[src/design/prs_pkg.sv]
// Constants shared by the panel reset sequencer modules.
// Assumes a single system clock; times are given in milliseconds and converted to ticks by the modules using them.
package prs_pkg;
    // ==========================================================
    // Clock and time base
    localparam int unsigned CLK_HZ = 10_000_000;
    localparam int unsigned TICK_MS = 1;
    localparam int unsigned TICK_CYCLES = CLK_HZ / 1000 * TICK_MS;
    // ==========================================================
    // Operator timings in milliseconds
    localparam int unsigned LONG_PRESS_MS = 5000;
    localparam int unsigned SELECT_MS = 20000;
    localparam int unsigned CONFIRM_MS = 10000;
    localparam int unsigned ERR_BLINK_MS = 1000;
    localparam int unsigned ACK_FLASH_MS = 250;
    localparam int unsigned DEBOUNCE_MS = 20;
    localparam int unsigned RESET_PULSE_MS = 1;
    // ==========================================================
    // Battery error report
    localparam logic [15:0] BATT_ERR_CODE = 16'h0B00;
    localparam logic [7:0] BATT_ERR_MODULE = 8'h78;
    localparam logic [7:0] BATT_ERR_NUMBER = 8'h01;
    localparam logic [15:0] NO_ERR_CODE = 16'h0000;
    localparam logic [7:0] NO_ERR_BYTE = 8'h00;
    // ==========================================================
    // Controller states shown on the panel
    typedef enum logic [1:0] {
        PRS_PLC_STOP,
        PRS_PLC_RUN,
        PRS_PLC_ERROR,
        PRS_PLC_RESET
    } prs_plc_type;
endpackage

[src/design/prs_sw_if.sv]
// Debounced selector positions passed from the debouncer to the sequencer.
// Assumes both ends share the system clock.
`timescale 1ns/1ps
interface prs_sw_if;
    logic stop_pos;
    logic run_pos;
    logic reset_pos;
    logic tick;
    modport src (output stop_pos, output run_pos, output reset_pos, output tick);
    modport dst (input stop_pos, input run_pos, input reset_pos, input tick);
endinterface

[src/design/prs_panel.sv]
// Front-panel sequencer: selector switch, status LEDs, extended reset dialogue, battery check.
// Assumes raw switch contacts and battery comparator are asynchronous pins; program status
// inputs come from the controller on the same clock.
`timescale 1ns/1ps
// Notes on behaviour
// - Error state blinks error LED, one second period
// - Stop state holds stop LED lit
// - Run LED off after inputs, on before outputs
// - Stop state keeps run LED off
// - Stop position suspends cyclic execution
// - Run position enables cyclic execution
// - Reset position resets controller then runs
// - Function one erases all data blocks
// - Function two erases project, loads stored one
// - Over five second press lights long-press LED
// - One press selects one, two select two
// - LED off, then one or two acknowledge flashes
// - After twenty seconds, LED steady ten seconds
// - Execute only on press within confirmation window
// - Short press or timeout gives normal reset
// - Power-on low battery reports option error
module prs_panel #(
    parameter int unsigned TICK_CYCLES = prs_pkg::TICK_CYCLES,
    parameter int unsigned LONG_TICKS = prs_pkg::LONG_PRESS_MS / prs_pkg::TICK_MS,
    parameter int unsigned SELECT_TICKS = prs_pkg::SELECT_MS / prs_pkg::TICK_MS,
    parameter int unsigned CONFIRM_TICKS = prs_pkg::CONFIRM_MS / prs_pkg::TICK_MS,
    parameter int unsigned BLINK_TICKS = prs_pkg::ERR_BLINK_MS / prs_pkg::TICK_MS,
    parameter int unsigned FLASH_TICKS = prs_pkg::ACK_FLASH_MS / prs_pkg::TICK_MS,
    parameter int unsigned DEB_TICKS = prs_pkg::DEBOUNCE_MS / prs_pkg::TICK_MS
) (
    input wire logic core_clk_in,
    input wire logic rst_b_in,
    input wire logic stop_sw_in,
    input wire logic run_sw_in,
    input wire logic reset_sw_in,
    input wire logic batt_low_in,
    input wire logic fault_in,
    input wire logic inputs_formed_in,
    input wire logic outputs_send_in,
    input wire logic load_done_in,
    output logic execute_en_out,
    output logic ctrl_reset_out,
    output logic erase_blocks_out,
    output logic erase_project_out,
    output logic error_led_out,
    output logic stop_led_out,
    output logic run_led_out,
    output logic long_press_led_out,
    output logic opt_err_valid_out,
    output logic [15:0] opt_err_code_out,
    output logic [7:0] opt_err_module_out,
    output logic [7:0] opt_err_number_out
);
    initial begin
        if (LONG_TICKS < 2 || SELECT_TICKS < 2 || CONFIRM_TICKS < 2 || FLASH_TICKS < 1) begin
            $error("prs_panel: timing parameters too small");
        end
    end
    localparam int CW = $clog2(SELECT_TICKS + LONG_TICKS + CONFIRM_TICKS + 1);
    localparam logic [CW-1:0] C_ONE = CW'(1);

    typedef enum logic [2:0] {
        PRS_IDLE,
        PRS_HOLD,
        PRS_WAIT_REL,
        PRS_SELECT,
        PRS_CONFIRM,
        PRS_EXEC,
        PRS_RESTART
    } prs_seq_type;

    // ==========================================================
    // Reset release and pin synchronisers
    logic [1:0] rst_sync_r;
    logic rst_b;
    always_ff @(posedge core_clk_in or negedge rst_b_in) begin
        if (!rst_b_in) begin
            rst_sync_r <= 2'h0;
        end else begin
            rst_sync_r <= {rst_sync_r[0], 1'b1};
        end
    end
    assign rst_b = rst_sync_r[1];

    logic [3:0] pin_s1_r, pin_s2_r;
    always_ff @(posedge core_clk_in or negedge rst_b) begin
        if (!rst_b) begin
            pin_s1_r <= 4'h0;
            pin_s2_r <= 4'h0;
        end else begin
            pin_s1_r <= {batt_low_in, reset_sw_in, run_sw_in, stop_sw_in};
            pin_s2_r <= pin_s1_r;
        end
    end

    // ==========================================================
    // Debounce and blink helpers
    prs_sw_if sw ();
    prs_debounce #(.TICK_CYCLES(TICK_CYCLES), .DEB_TICKS(DEB_TICKS)) u_deb (
        .clk_in(core_clk_in),
        .rst_b_in(rst_b),
        .raw_in(pin_s2_r[2:0]),
        .sw(sw)
    );

    prs_pkg::prs_plc_type plc_r, plc_nxt;
    logic blink_wave;
    prs_blink #(.PERIOD_TICKS(BLINK_TICKS)) u_blink (
        .clk_in(core_clk_in),
        .rst_b_in(rst_b),
        .enable_in(plc_r == prs_pkg::PRS_PLC_ERROR),
        .tick_in(sw.tick),
        .wave_out(blink_wave)
    );

    // ==========================================================
    // Sequencer state
    prs_seq_type seq_r, seq_nxt;
    logic [CW-1:0] cnt_r, cnt_nxt;
    logic [1:0] presses_r, presses_nxt;
    logic [2:0] flash_r, flash_nxt;
    logic [CW-1:0] fcnt_r, fcnt_nxt;
    logic rs_prev_r, rs_prev_nxt;
    logic ctrl_reset_r, ctrl_reset_nxt;
    logic erase_blk_r, erase_blk_nxt;
    logic erase_prj_r, erase_prj_nxt;
    logic lo_led_r, lo_led_nxt;
    logic exec_r, exec_nxt;
    logic err_led_r, err_led_nxt;
    logic stop_led_r, stop_led_nxt;
    logic run_led_r, run_led_nxt;
    logic batt_done_r, batt_done_nxt;
    logic batt_err_r, batt_err_nxt;
    logic press;

    assign press = sw.reset_pos && !rs_prev_r;

    // Dialogue, state and LED next values
    always_comb begin
        seq_nxt = seq_r;
        cnt_nxt = cnt_r;
        presses_nxt = presses_r;
        flash_nxt = flash_r;
        fcnt_nxt = fcnt_r;
        rs_prev_nxt = sw.reset_pos;
        ctrl_reset_nxt = 1'b0;
        erase_blk_nxt = 1'b0;
        erase_prj_nxt = 1'b0;
        lo_led_nxt = 1'b0;
        plc_nxt = plc_r;
        batt_done_nxt = batt_done_r | sw.tick;
        batt_err_nxt = batt_err_r;
        // Battery followed until the first tick; the synchroniser holds its reset value only for the first two cycles
        if (!batt_done_r) begin
            batt_err_nxt = pin_s2_r[3];
        end
        unique case (seq_r)
            PRS_IDLE: begin
                cnt_nxt = '0;
                if (press) begin
                    seq_nxt = PRS_HOLD;
                end
            end
            PRS_HOLD: begin
                if (sw.tick && cnt_r != CW'(LONG_TICKS)) begin
                    cnt_nxt = cnt_r + C_ONE;
                end
                if (cnt_r == CW'(LONG_TICKS)) begin
                    lo_led_nxt = 1'b1;
                end
                if (!sw.reset_pos) begin
                    cnt_nxt = '0;
                    presses_nxt = 2'h0;
                    // Short press only restarts
                    seq_nxt = (cnt_r == CW'(LONG_TICKS)) ? PRS_SELECT : PRS_RESTART;
                end
            end
            PRS_SELECT: begin
                // Count presses inside the selection interval
                if (sw.tick) begin
                    cnt_nxt = cnt_r + C_ONE;
                end
                if (press && presses_r != 2'h2) begin
                    presses_nxt = presses_r + 2'h1;
                    flash_nxt = {1'b0, presses_r + 2'h1} << 1;
                    fcnt_nxt = '0;
                end
                if (flash_r != 3'h0) begin
                    lo_led_nxt = flash_r[0];
                    if (sw.tick) begin
                        fcnt_nxt = fcnt_r + C_ONE;
                        if (fcnt_r == CW'(FLASH_TICKS - 1)) begin
                            fcnt_nxt = '0;
                            flash_nxt = flash_r - 3'h1;
                        end
                    end
                end
                if (cnt_r == CW'(SELECT_TICKS)) begin
                    cnt_nxt = '0;
                    flash_nxt = 3'h0;
                    seq_nxt = (presses_r == 2'h0) ? PRS_RESTART : PRS_CONFIRM;
                end
            end
            PRS_CONFIRM: begin
                lo_led_nxt = 1'b1;
                if (sw.tick) begin
                    cnt_nxt = cnt_r + C_ONE;
                end
                if (press) begin
                    seq_nxt = PRS_EXEC;
                end else if (cnt_r == CW'(CONFIRM_TICKS)) begin
                    seq_nxt = PRS_RESTART;
                end
            end
            PRS_EXEC: begin
                erase_blk_nxt = (presses_r == 2'h1);
                erase_prj_nxt = (presses_r == 2'h2);
                seq_nxt = PRS_RESTART;
            end
            PRS_RESTART: begin
                ctrl_reset_nxt = 1'b1;
                if (!sw.reset_pos) begin
                    seq_nxt = PRS_IDLE;
                end
            end
            default: begin
                seq_nxt = PRS_IDLE;
            end
        endcase
        // Controller state from selector and faults
        if (ctrl_reset_r || seq_r != PRS_IDLE) begin
            plc_nxt = prs_pkg::PRS_PLC_RESET;
        end else if (fault_in || batt_err_r) begin
            plc_nxt = prs_pkg::PRS_PLC_ERROR;
        end else if (sw.stop_pos) begin
            plc_nxt = prs_pkg::PRS_PLC_STOP;
        end else if (sw.run_pos) begin
            plc_nxt = prs_pkg::PRS_PLC_RUN;
        end
        exec_nxt = (plc_nxt == prs_pkg::PRS_PLC_RUN);
        err_led_nxt = (plc_r == prs_pkg::PRS_PLC_ERROR) && blink_wave;
        stop_led_nxt = (plc_r == prs_pkg::PRS_PLC_STOP);
        // Duty of the run LED tracks the scan cycle
        run_led_nxt = run_led_r;
        if (plc_r != prs_pkg::PRS_PLC_RUN) begin
            run_led_nxt = 1'b0;
        end else if (outputs_send_in) begin
            run_led_nxt = 1'b1;
        end else if (inputs_formed_in) begin
            run_led_nxt = 1'b0;
        end
    end

    // Registers
    always_ff @(posedge core_clk_in or negedge rst_b) begin
        if (!rst_b) begin
            seq_r <= PRS_IDLE;
            cnt_r <= '0;
            presses_r <= 2'h0;
            flash_r <= 3'h0;
            fcnt_r <= '0;
            rs_prev_r <= 1'b0;
            ctrl_reset_r <= 1'b0;
            erase_blk_r <= 1'b0;
            erase_prj_r <= 1'b0;
            lo_led_r <= 1'b0;
            plc_r <= prs_pkg::PRS_PLC_STOP;
            exec_r <= 1'b0;
            err_led_r <= 1'b0;
            stop_led_r <= 1'b0;
            run_led_r <= 1'b0;
            batt_done_r <= 1'b0;
            batt_err_r <= 1'b0;
        end else begin
            seq_r <= seq_nxt;
            cnt_r <= cnt_nxt;
            presses_r <= presses_nxt;
            flash_r <= flash_nxt;
            fcnt_r <= fcnt_nxt;
            rs_prev_r <= rs_prev_nxt;
            ctrl_reset_r <= ctrl_reset_nxt;
            erase_blk_r <= erase_blk_nxt;
            erase_prj_r <= erase_prj_nxt;
            lo_led_r <= lo_led_nxt;
            plc_r <= plc_nxt;
            exec_r <= exec_nxt;
            err_led_r <= err_led_nxt;
            stop_led_r <= stop_led_nxt;
            run_led_r <= run_led_nxt;
            batt_done_r <= batt_done_nxt;
            batt_err_r <= batt_err_nxt;
        end
    end

    // ==========================================================
    // Outputs
    assign execute_en_out = exec_r;
    assign ctrl_reset_out = ctrl_reset_r;
    assign erase_blocks_out = erase_blk_r;
    assign erase_project_out = erase_prj_r;
    assign error_led_out = err_led_r;
    assign stop_led_out = stop_led_r;
    assign run_led_out = run_led_r;
    assign long_press_led_out = lo_led_r;
    assign opt_err_valid_out = batt_err_r;
    assign opt_err_code_out = batt_err_r ? prs_pkg::BATT_ERR_CODE : prs_pkg::NO_ERR_CODE;
    assign opt_err_module_out = batt_err_r ? prs_pkg::BATT_ERR_MODULE : prs_pkg::NO_ERR_BYTE;
    assign opt_err_number_out = batt_err_r ? prs_pkg::BATT_ERR_NUMBER : prs_pkg::NO_ERR_BYTE;

    // ==========================================================
    // Assertions
    property p_stop_led;
        @(posedge core_clk_in) disable iff (!rst_b)
        plc_r == prs_pkg::PRS_PLC_STOP |=> stop_led_r && !run_led_r;
    endproperty
    a_stop_led: assert property (p_stop_led) else $error("stop led wrong");

    property p_run_off;
        @(posedge core_clk_in) disable iff (!rst_b)
        plc_r != prs_pkg::PRS_PLC_RUN |=> !run_led_r;
    endproperty
    a_run_off: assert property (p_run_off) else $error("run led lit outside run");

    property p_run_set;
        @(posedge core_clk_in) disable iff (!rst_b)
        plc_r == prs_pkg::PRS_PLC_RUN && outputs_send_in |=> run_led_r;
    endproperty
    a_run_set: assert property (p_run_set) else $error("run led not set");

    property p_exec;
        @(posedge core_clk_in) disable iff (!rst_b)
        sw.stop_pos |=> !exec_r;
    endproperty
    a_exec: assert property (p_exec) else $error("execution outside run");

    property p_erase_confirm;
        @(posedge core_clk_in) disable iff (!rst_b)
        $rose(erase_blk_r) || $rose(erase_prj_r) |-> $past(seq_r, 2) == PRS_CONFIRM;
    endproperty
    a_erase_confirm: assert property (p_erase_confirm) else $error("erase without confirm");

    property p_erase_restart;
        @(posedge core_clk_in) disable iff (!rst_b)
        erase_blk_r || erase_prj_r |=> ctrl_reset_r;
    endproperty
    a_erase_restart: assert property (p_erase_restart) else $error("no reset after erase");

    property p_confirm_led;
        @(posedge core_clk_in) disable iff (!rst_b)
        seq_r == PRS_CONFIRM |=> lo_led_r;
    endproperty
    a_confirm_led: assert property (p_confirm_led) else $error("long led not steady");

    property p_idle_led;
        @(posedge core_clk_in) disable iff (!rst_b)
        seq_r == PRS_IDLE |=> !lo_led_r;
    endproperty
    a_idle_led: assert property (p_idle_led) else $error("long led lit at idle");

    property p_single_erase;
        @(posedge core_clk_in) disable iff (!rst_b)
        !(erase_blk_r && erase_prj_r);
    endproperty
    a_single_erase: assert property (p_single_erase) else $error("both erases at once");
endmodule

[src/design/prs_debounce.sv]
// Millisecond tick generator and debouncer for the three switch contacts.
// Assumes its inputs are already synchronised to the system clock.
`timescale 1ns/1ps
module prs_debounce #(
    parameter int unsigned TICK_CYCLES = prs_pkg::TICK_CYCLES,
    parameter int unsigned DEB_TICKS = prs_pkg::DEBOUNCE_MS
) (
    input wire logic clk_in,
    input wire logic rst_b_in,
    input wire logic [2:0] raw_in,
    prs_sw_if.src sw
);
    initial begin
        if (TICK_CYCLES < 2 || DEB_TICKS < 1) begin
            $error("prs_debounce: bad parameters");
        end
    end
    localparam int DW = $clog2(TICK_CYCLES + 1);
    localparam int BW = $clog2(DEB_TICKS + 1);
    logic [DW-1:0] div_r, div_nxt;
    logic tick_r, tick_nxt;
    logic [2:0] stable_r, stable_nxt;
    logic [BW-1:0] cnt_r [3];
    logic [BW-1:0] cnt_nxt [3];

    // ==========================================================
    // Tick and debounce next state
    always_comb begin
        div_nxt = div_r + DW'(1);
        tick_nxt = 1'b0;
        if (div_r == DW'(TICK_CYCLES - 1)) begin
            div_nxt = '0;
            tick_nxt = 1'b1;
        end
        stable_nxt = stable_r;
        for (int i = 0; i < 3; i++) begin
            cnt_nxt[i] = cnt_r[i];
            // Contact must stay changed for the whole window, bounce restarts it
            if (raw_in[i] == stable_r[i]) begin
                cnt_nxt[i] = '0;
            end else if (tick_r) begin
                if (cnt_r[i] == BW'(DEB_TICKS - 1)) begin
                    stable_nxt[i] = raw_in[i];
                    cnt_nxt[i] = '0;
                end else begin
                    cnt_nxt[i] = cnt_r[i] + BW'(1);
                end
            end
        end
    end

    // Registers
    always_ff @(posedge clk_in or negedge rst_b_in) begin
        if (!rst_b_in) begin
            div_r <= '0;
            tick_r <= 1'b0;
            stable_r <= '0; // No position until seen stable, avoids a false run after reset
            for (int i = 0; i < 3; i++) begin
                cnt_r[i] <= '0;
            end
        end else begin
            div_r <= div_nxt;
            tick_r <= tick_nxt;
            stable_r <= stable_nxt;
            for (int i = 0; i < 3; i++) begin
                cnt_r[i] <= cnt_nxt[i];
            end
        end
    end

    assign sw.stop_pos = stable_r[0];
    assign sw.run_pos = stable_r[1];
    assign sw.reset_pos = stable_r[2];
    assign sw.tick = tick_r;
endmodule

[src/design/prs_blink.sv]
// Square wave generator on the millisecond tick, used for the error blink.
// Assumes the tick is a one-cycle pulse on the system clock.
`timescale 1ns/1ps
module prs_blink #(
    parameter int unsigned PERIOD_TICKS = prs_pkg::ERR_BLINK_MS
) (
    input wire logic clk_in,
    input wire logic rst_b_in,
    input wire logic enable_in,
    input wire logic tick_in,
    output logic wave_out
);
    initial begin
        if (PERIOD_TICKS < 2 || PERIOD_TICKS % 2 != 0) begin
            $error("prs_blink: period must be even and at least 2");
        end
    end
    localparam int W = $clog2(PERIOD_TICKS);
    logic [W-1:0] cnt_r, cnt_nxt;
    logic wave_r, wave_nxt;

    // ==========================================================
    // Half period toggling, restarts lit whenever disabled
    always_comb begin
        cnt_nxt = cnt_r;
        wave_nxt = wave_r;
        if (!enable_in) begin
            cnt_nxt = '0;
            wave_nxt = 1'b1;
        end else if (tick_in) begin
            if (cnt_r == W'(PERIOD_TICKS / 2 - 1)) begin
                cnt_nxt = '0;
                wave_nxt = ~wave_r;
            end else begin
                cnt_nxt = cnt_r + W'(1);
            end
        end
    end

    always_ff @(posedge clk_in or negedge rst_b_in) begin
        if (!rst_b_in) begin
            cnt_r <= '0;
            wave_r <= 1'b1;
        end else begin
            cnt_r <= cnt_nxt;
            wave_r <= wave_nxt;
        end
    end

    assign wave_out = wave_r;
endmodule

[config.mk]
export PLATFORM = sky130hd
export DESIGN_NAME = prs_panel
export DESIGN_NICKNAME = d
export VERILOG_FILES = /design/src/design/prs_pkg.sv /design/src/design/prs_sw_if.sv /design/src/design/prs_panel.sv /design/src/design/prs_debounce.sv /design/src/design/prs_blink.sv
export SDC_FILE = /design/constraint.sdc
export NUM_CORES = 1
export LEC_CHECK = 0
export ABC_AREA = 0
export BUFFER_PORTS_ARGS = -buffer_cell sky130_fd_sc_hd__buf_2
export CAP_MARGIN = 20
export CORE_UTILIZATION = 55
export DETAILED_ROUTE_END_ITERATION = 16
export PLACE_DENSITY = 0.75
export RECOVER_POWER = 50
export SETUP_SLACK_MARGIN = 0.05
export SLEW_MARGIN = 0
export SYNTH_ARGS = -nofsm -noshare
export SYNTH_HDL_FRONTEND = slang
export SYNTH_SLANG_ARGS = --single-unit
[constraint.sdc]
create_clock -name core_clk_in -period 4.1 [get_ports core_clk_in]
set_clock_uncertainty 0.1 [all_clocks]
set_input_delay 0.205 -clock core_clk_in [delete_from_list [all_inputs] [get_ports core_clk_in]]
set_output_delay 0.205 -clock core_clk_in [all_outputs]
set_load 0.03 [all_outputs]
After elaboration in Yosys (flattened, before gate mapping)
Cells that the tools add are included.

storage, ports and cells
  register bits = 107
  input bits = 10
  output and inout bits = 41
  logic and storage cells = 161

cells by class
  add/sub/neg operators = 9
  equality and inequality tests = 33
  mux-type cells = 59
  bitwise operators = 5
  reduce and logical (&&, ||, !) cells = 25

operators with widths
  operator                                                                   count
  16-bit two-way mux                                                         8
  16-bit case mux with 4 select lines                                        1
  5-bit two-way mux                                                          9
  3-bit two-way mux                                                          12
  16-bit by 1-bit adder with 16-bit output, second input constant            2
  10-bit two-way mux                                                         3
  3-bit case mux with 6 select lines                                         1
  16-bit by 13-bit == test with 1-bit output, second input constant          1
  16-bit by 14-bit == test with 1-bit output, second input constant          1
  16-bit by 15-bit == test with 1-bit output, second input constant          1
  16-bit by 8-bit == test with 1-bit output, second input constant           1
  16-bit by 13-bit inequality test with 1-bit output, second input constant  1
  2-bit inequality test, second input constant                               8
  5-bit by 1-bit adder with 5-bit output, second input constant              3
  5-bit == test, second input constant                                       3
  14-bit by 1-bit adder with 14-bit output, second input constant            1
  14-bit == test, second input constant                                      1
  14-bit two-way mux                                                         1
  2-bit two-way mux                                                          7
  1-bit two-way mux                                                          13
  12-bit two-way mux                                                         1
  3-bit AND reduction                                                        4
  10-bit by 1-bit adder with 10-bit output, second input constant            1
  10-bit by 9-bit == test with 1-bit output, second input constant           1
  other kinds (25)                                                           46

Depth between registers and ports, before layout
  depth in word-level cells = 8
  mapped depth = 9
  mapped depth without buffers = 7

Modules after synthesis
Synthesis repeated with hierarchy kept, for this count alone.

second synthesis, totals
  cells, all modules = 612
  area total of the unflattened synthesis = 5839.4 um^2

modules (own cells, without submodules)
  module        times used  cells each  area an instance (um^2)  sequential area each (um^2)
  prs_panel     1           402         3638.5                   1576.5
  prs_debounce  1           154         1606.5                   825.8
  prs_blink     1           56          594.3                    276.5

Worst setup path after synthesis
No wires, ideal clock.

  path kind = reg2reg
  start point = reg cnt_r[0]
  end point = reg cnt_r[0]
  library setup time = 0.122 ns
  arrival time = 2.273 ns
  required time = 3.878 ns
  slack = 1.604 ns
  cell stages (with the launch flop) = 9
  path buffers = 1
  clock period less this slack = 2.496 ns
  cell sequence = dfrtp_1 inv_1 ha_1 or4b_1 buf_2 or4_4 a211o_1 a21oi_1 a21oi_1

on the way
  cells in the longest elaborated chain, start to end = 4
  elaborated cells between the ends (all ways) = 11
  classes of those cells = 1 x add/sub; 3 x eq/ne; 5 x mux; 2 x reduce/logical

RTL lines
  element                                                                                                         RTL line                            text
  start, declared                                                                                                 prs_panel.sv:119                    logic [CW-1:0] cnt_r, cnt_nxt;
  start signal, assigned                                                                                          prs_panel.sv:276                    cnt_r <= cnt_nxt;
  16-bit by 1-bit adder with 16-bit output or 16-bit by 13-bit inequality test with 1-bit output (tied branches)  --
  16-bit two-way mux, or another cell as far along                                                                prs_panel.sv:180, prs_panel.sv:206
  16-bit two-way mux, or another cell as far along                                                                prs_panel.sv:198                    if (cnt_r == CW'(SELECT_TICKS)) begin
  16-bit case mux with 4 select lines or 2-bit AND reduction (tied branches)                                      --

Several ways; a longest one is shown, not always the timed one. The select of a mux whose other input is x is not followed.
A chain may end at the register's enable or synchronous reset.

Worst setup path in the final report
  start point = reg cnt_r[0]
  end point = reg cnt_r[5]

Same word-level chain as after synthesis.

==> out/results.ini <==
[cells_and_area]
flow.area_growth_from_synthesis_pct=6.17
fill_cells=880
multi_input_comb_area_um2=2830
drive_above_1_share=0.102
count_of_antenna_diodes_in_the_layout=0
area.sequential_um2=2680
final-instance-count-excl-fill=782
layout.nets=665

[yosys]
ys_warn_count=0
postSynth.asyncResetShare=1.00
synth_adder_area_share=0.0301
yosysUniqueCellTypes=72
synthTopCellsByArea=sky130_fd_sc_hd__dfrtp_1 46%, sky130_fd_sc_hd__buf_4 4.3%, sky130_fd_sc_hd__nor2_1 3.8%
area_share_of_and_or_nand_nor_cells_after_synthesis=0.232
yosys_reg_bits=107
synth_top_cells_by_count=106 x sky130_fd_sc_hd__dfrtp_1, 59 x sky130_fd_sc_hd__nor2_1, 52 x sky130_fd_sc_hd__nand2_1
synth.top_cell.area_share=0.455
synth_top_family_by_area=simple AND/OR/NAND/NOR gates
synthesis.area_per_instance_um2=9.39
syn_area_um2=5820
synth.mux.area_fraction=0.0165
synth_cells=620
synth-edff-count=0
yosys.cell_count.top_type=sky130_fd_sc_hd__dfrtp_1
parity_gate_share_of_the_synthesized_area_counting_xor_and_xnor_cells=0.0436
synth_compound_gate_area_share=0.148
sequential_to_total_area_share_from_yosys_stat=0.460
netlist.top_cell.by_area=sky130_fd_sc_hd__dfrtp_1
synth-main-ff-cell=sky130_fd_sc_hd__dfrtp_1

[routing]
drt_wl_total_um=11200
drt-vias-per-instance=5.77
drtAntennaViolNets=0
vias=4515
drt_pass1_iterations=5
drt_drc_violations_left=0
wire_per_inst_um=14.3
wl_met1_um=5140
dr.max_layer_used=met4
drt_first_iter_violations=303
met2_length_um=5470
route.met3.wl_um=426

[floorplan]
initial_core_util=0.567
core_area_um2=10300
fp.dieW_um=105
row_count=37
design.portCount=51
die_height_um=105
fp.dieArea_um2=11000

[global_routing]
number_of_antenna_violations_at_the_first_check_in_global_routing=0
grt.total_usage=0.223
pin_count_of_the_biggest_net_entering_global_routing=87
grt_pass1_vias=4431
grt_overflow=0
first_pass_grt_wire_length_um=19800

[setup_path]
crit_path_start_kind=flop
cp_cell_instances=inv_1 -> ha_1 -> or4b_1 -> nor4_4 -> a21oi_1 -> buf_4 -> a41oi_1 -> a21oi_1
crit_path_max_fanout=11
critical_path_class=reg2reg
cp_slowest_cell=sky130_fd_sc_hd__or4b_1
critical_path_arrival_ns=3.01
rr_worst_depth=8
timing.rr.end=cnt_r[5]
critical_path_required_ns=4.28
rrSetupSlack_ns=1.27
cpPeakStageDelay_ns=0.60
worst_r2r_startpoint=cnt_r[0]
endpoint_kind=flop
worst_path_most_repeated_cell=sky130_fd_sc_hd__a21oi_1

[pwr]
ir_worst_vdd_mv=0.253
pwr-share-clk=0.362
design_power_total_mw=1.80
swShare=0.234
power.density_cell_area_nw_per_um2=291
sequentialPowerShare=0.595
combinationalPowerShare=0.043
power.static_leakage_nw=2.78
intPower_mw=1.38
power_switching_mw=0.421

[place]
placedCellCount=756
dp_hpwl_um=7790
port-buffer-count=25
routabilityCongestion=0.881

[clock_network]
cts_tree=done
clock_buffers_created_by_tritoncts=9
cts_hold_buf=7
htree_levels=3
clkLatencyLatePin_ns=0.39
clk_transition_reported_paths_ns=0.10
cts.sinks=107
clock_tree.root_cell=sky130_fd_sc_hd__clkbuf_8
postCtsSetupBuffers=0
cts.repair.resized=0
clk_path_buf_depth=2

[status]
run_status=complete, but fails checks
violated_checks=capacitance limit, slew limit

[timing]
setup_repair_after_global_routing_missed_its_margin=false
hold_viol=0
finalCritPeriodShare=0.691
fin_tns_setup_ns=0
worst_pin_slew_ns=1.64
max_freq_mhz=353
report.final.slew_viol_count=71
finalSetupViolations=0
final_period_minus_worst_setup_slack_ns=2.83
worst_slew_margin_rel=-0.0955

[min_path]
min_delay_worst_endpoint=run_led_out
worstHoldStart=outputs_send_in
min-delay-path-class=in2reg
worst_hold_path.num_cells=3

[flow_run]
drv_cap=1

-- power groups by stage --
| stage | sequential, mW | combinational, mW | clock, mW |
|---|---|---|---|
| after floorplan | 1.10 | 0.0663 | 0 |
| after global placement | 1.10 | 0.0590 | 0 |
| after detailed placement | 1.10 | 0.0594 | 0 |
| after CTS | 1.08 | 0.0644 | 0.673 |
| after global routing | 1.07 | 0.0846 | 0.714 |
| final | 1.07 | 0.0765 | 0.651 |
-- cells by family (layout without fill, tap and decap cells) --
logic type      count (synthesis)  in the layout
buf+inv                        73             76
compound gates                135            135
mux                             9              9
fa+ha+maj                      14             14
flops                         107            107
xor+xnor                       29             29
other cells                     2             25
simple gates                  251            251
-- final cells by class --
cell class,instances,area share
Multi-Input combinational cell,463,0.458
Sequential cell,107,0.433
Timing Repair Buffer,37,0.0362
Tap cell,136,0.0275
Clock buffer,12,0.0235
Inverter,23,0.0140
Clock inverter,4,0.00789
-- state kept, by name (all words and copies together) (netlist names), 4 cells and up --
signal / cells
u_deb.div_r: 14
fcnt_r: 16
pin_s1_r: 4
cnt_r: 16
u_deb.cnt_r: 15
pin_s2_r: 4
u_blink.cnt_r: 10
-- metrics by stage --
step | hold WS [ns] | utilization | worst slack (ns) | instance area, µm²
final | 0.0186 | 0.602 | 1.27 | 6180
after global routing | 0.0338 | 0.602 | 0.984 | 6180
after CTS | 0.0179 | 0.601 | 1.18 | 6170
after detailed placement | -0.108 | 0.575 | 1.21 | 5910
after global placement | -0.109 | 0.575 | 1.23 | 5910
after floorplan | -0.191 | - | 0.800 | 5910
-- worst max path at each step --
stage,to,startpoint,cells past startpoint
2_1_floorplan,batt_done_r,rst_sync_r[1],0
3_5_place_dp,cnt_r[5],cnt_r[0],7
5_1_grt,fcnt_r[11],seq_r[1],4
3_3_place_gp,cnt_r[5],cnt_r[0],7
6_report,cnt_r[5],cnt_r[0],8
4_1_cts,cnt_r[5],cnt_r[0],7
-- layout by cell type (no fill, tap or decap), types with 9 or more instances in the layout --
cell type and n:
sky130_fd_sc_hd__dfrtp_1 106, sky130_fd_sc_hd__nor2_1 59, sky130_fd_sc_hd__nand2_1 52, sky130_fd_sc_hd__o21ai_0 32, sky130_fd_sc_hd__a21oi_1 31, sky130_fd_sc_hd__nand3_1 27, sky130_fd_sc_hd__conb_1 25, sky130_fd_sc_hd__buf_2 25
sky130_fd_sc_hd__inv_1 23, sky130_fd_sc_hd__a31oi_1 22, sky130_fd_sc_hd__nor3_1 19, sky130_fd_sc_hd__xor2_1 15, sky130_fd_sc_hd__and3_1 14, sky130_fd_sc_hd__nand4_1 14, sky130_fd_sc_hd__xnor2_1 14, sky130_fd_sc_hd__ha_1 14
sky130_fd_sc_hd__nor2b_1 11, sky130_fd_sc_hd__clkbuf_8 10, sky130_fd_sc_hd__nor4_1 9
-- worst max-delay path: cells and delay by family (launching register included) --
kind,cells,cell delay (ns)
AND/OR/NAND/NOR,2,1.14
adder cells (fa/ha/maj),1,0.16
AO/OA/AOI/OAI,3,0.53
flip-flops,1,0.42
buffers and inverters,2,0.37
-- layer usage --
metal	vias to the layer above	GRT usage
met3	19	0.0536
li1	2219	-
met1	2171	0.288
met2	106	0.365
met5	-	0
met4	0	0.0815
No activity file was read; power rests on OpenSTA's default activity.
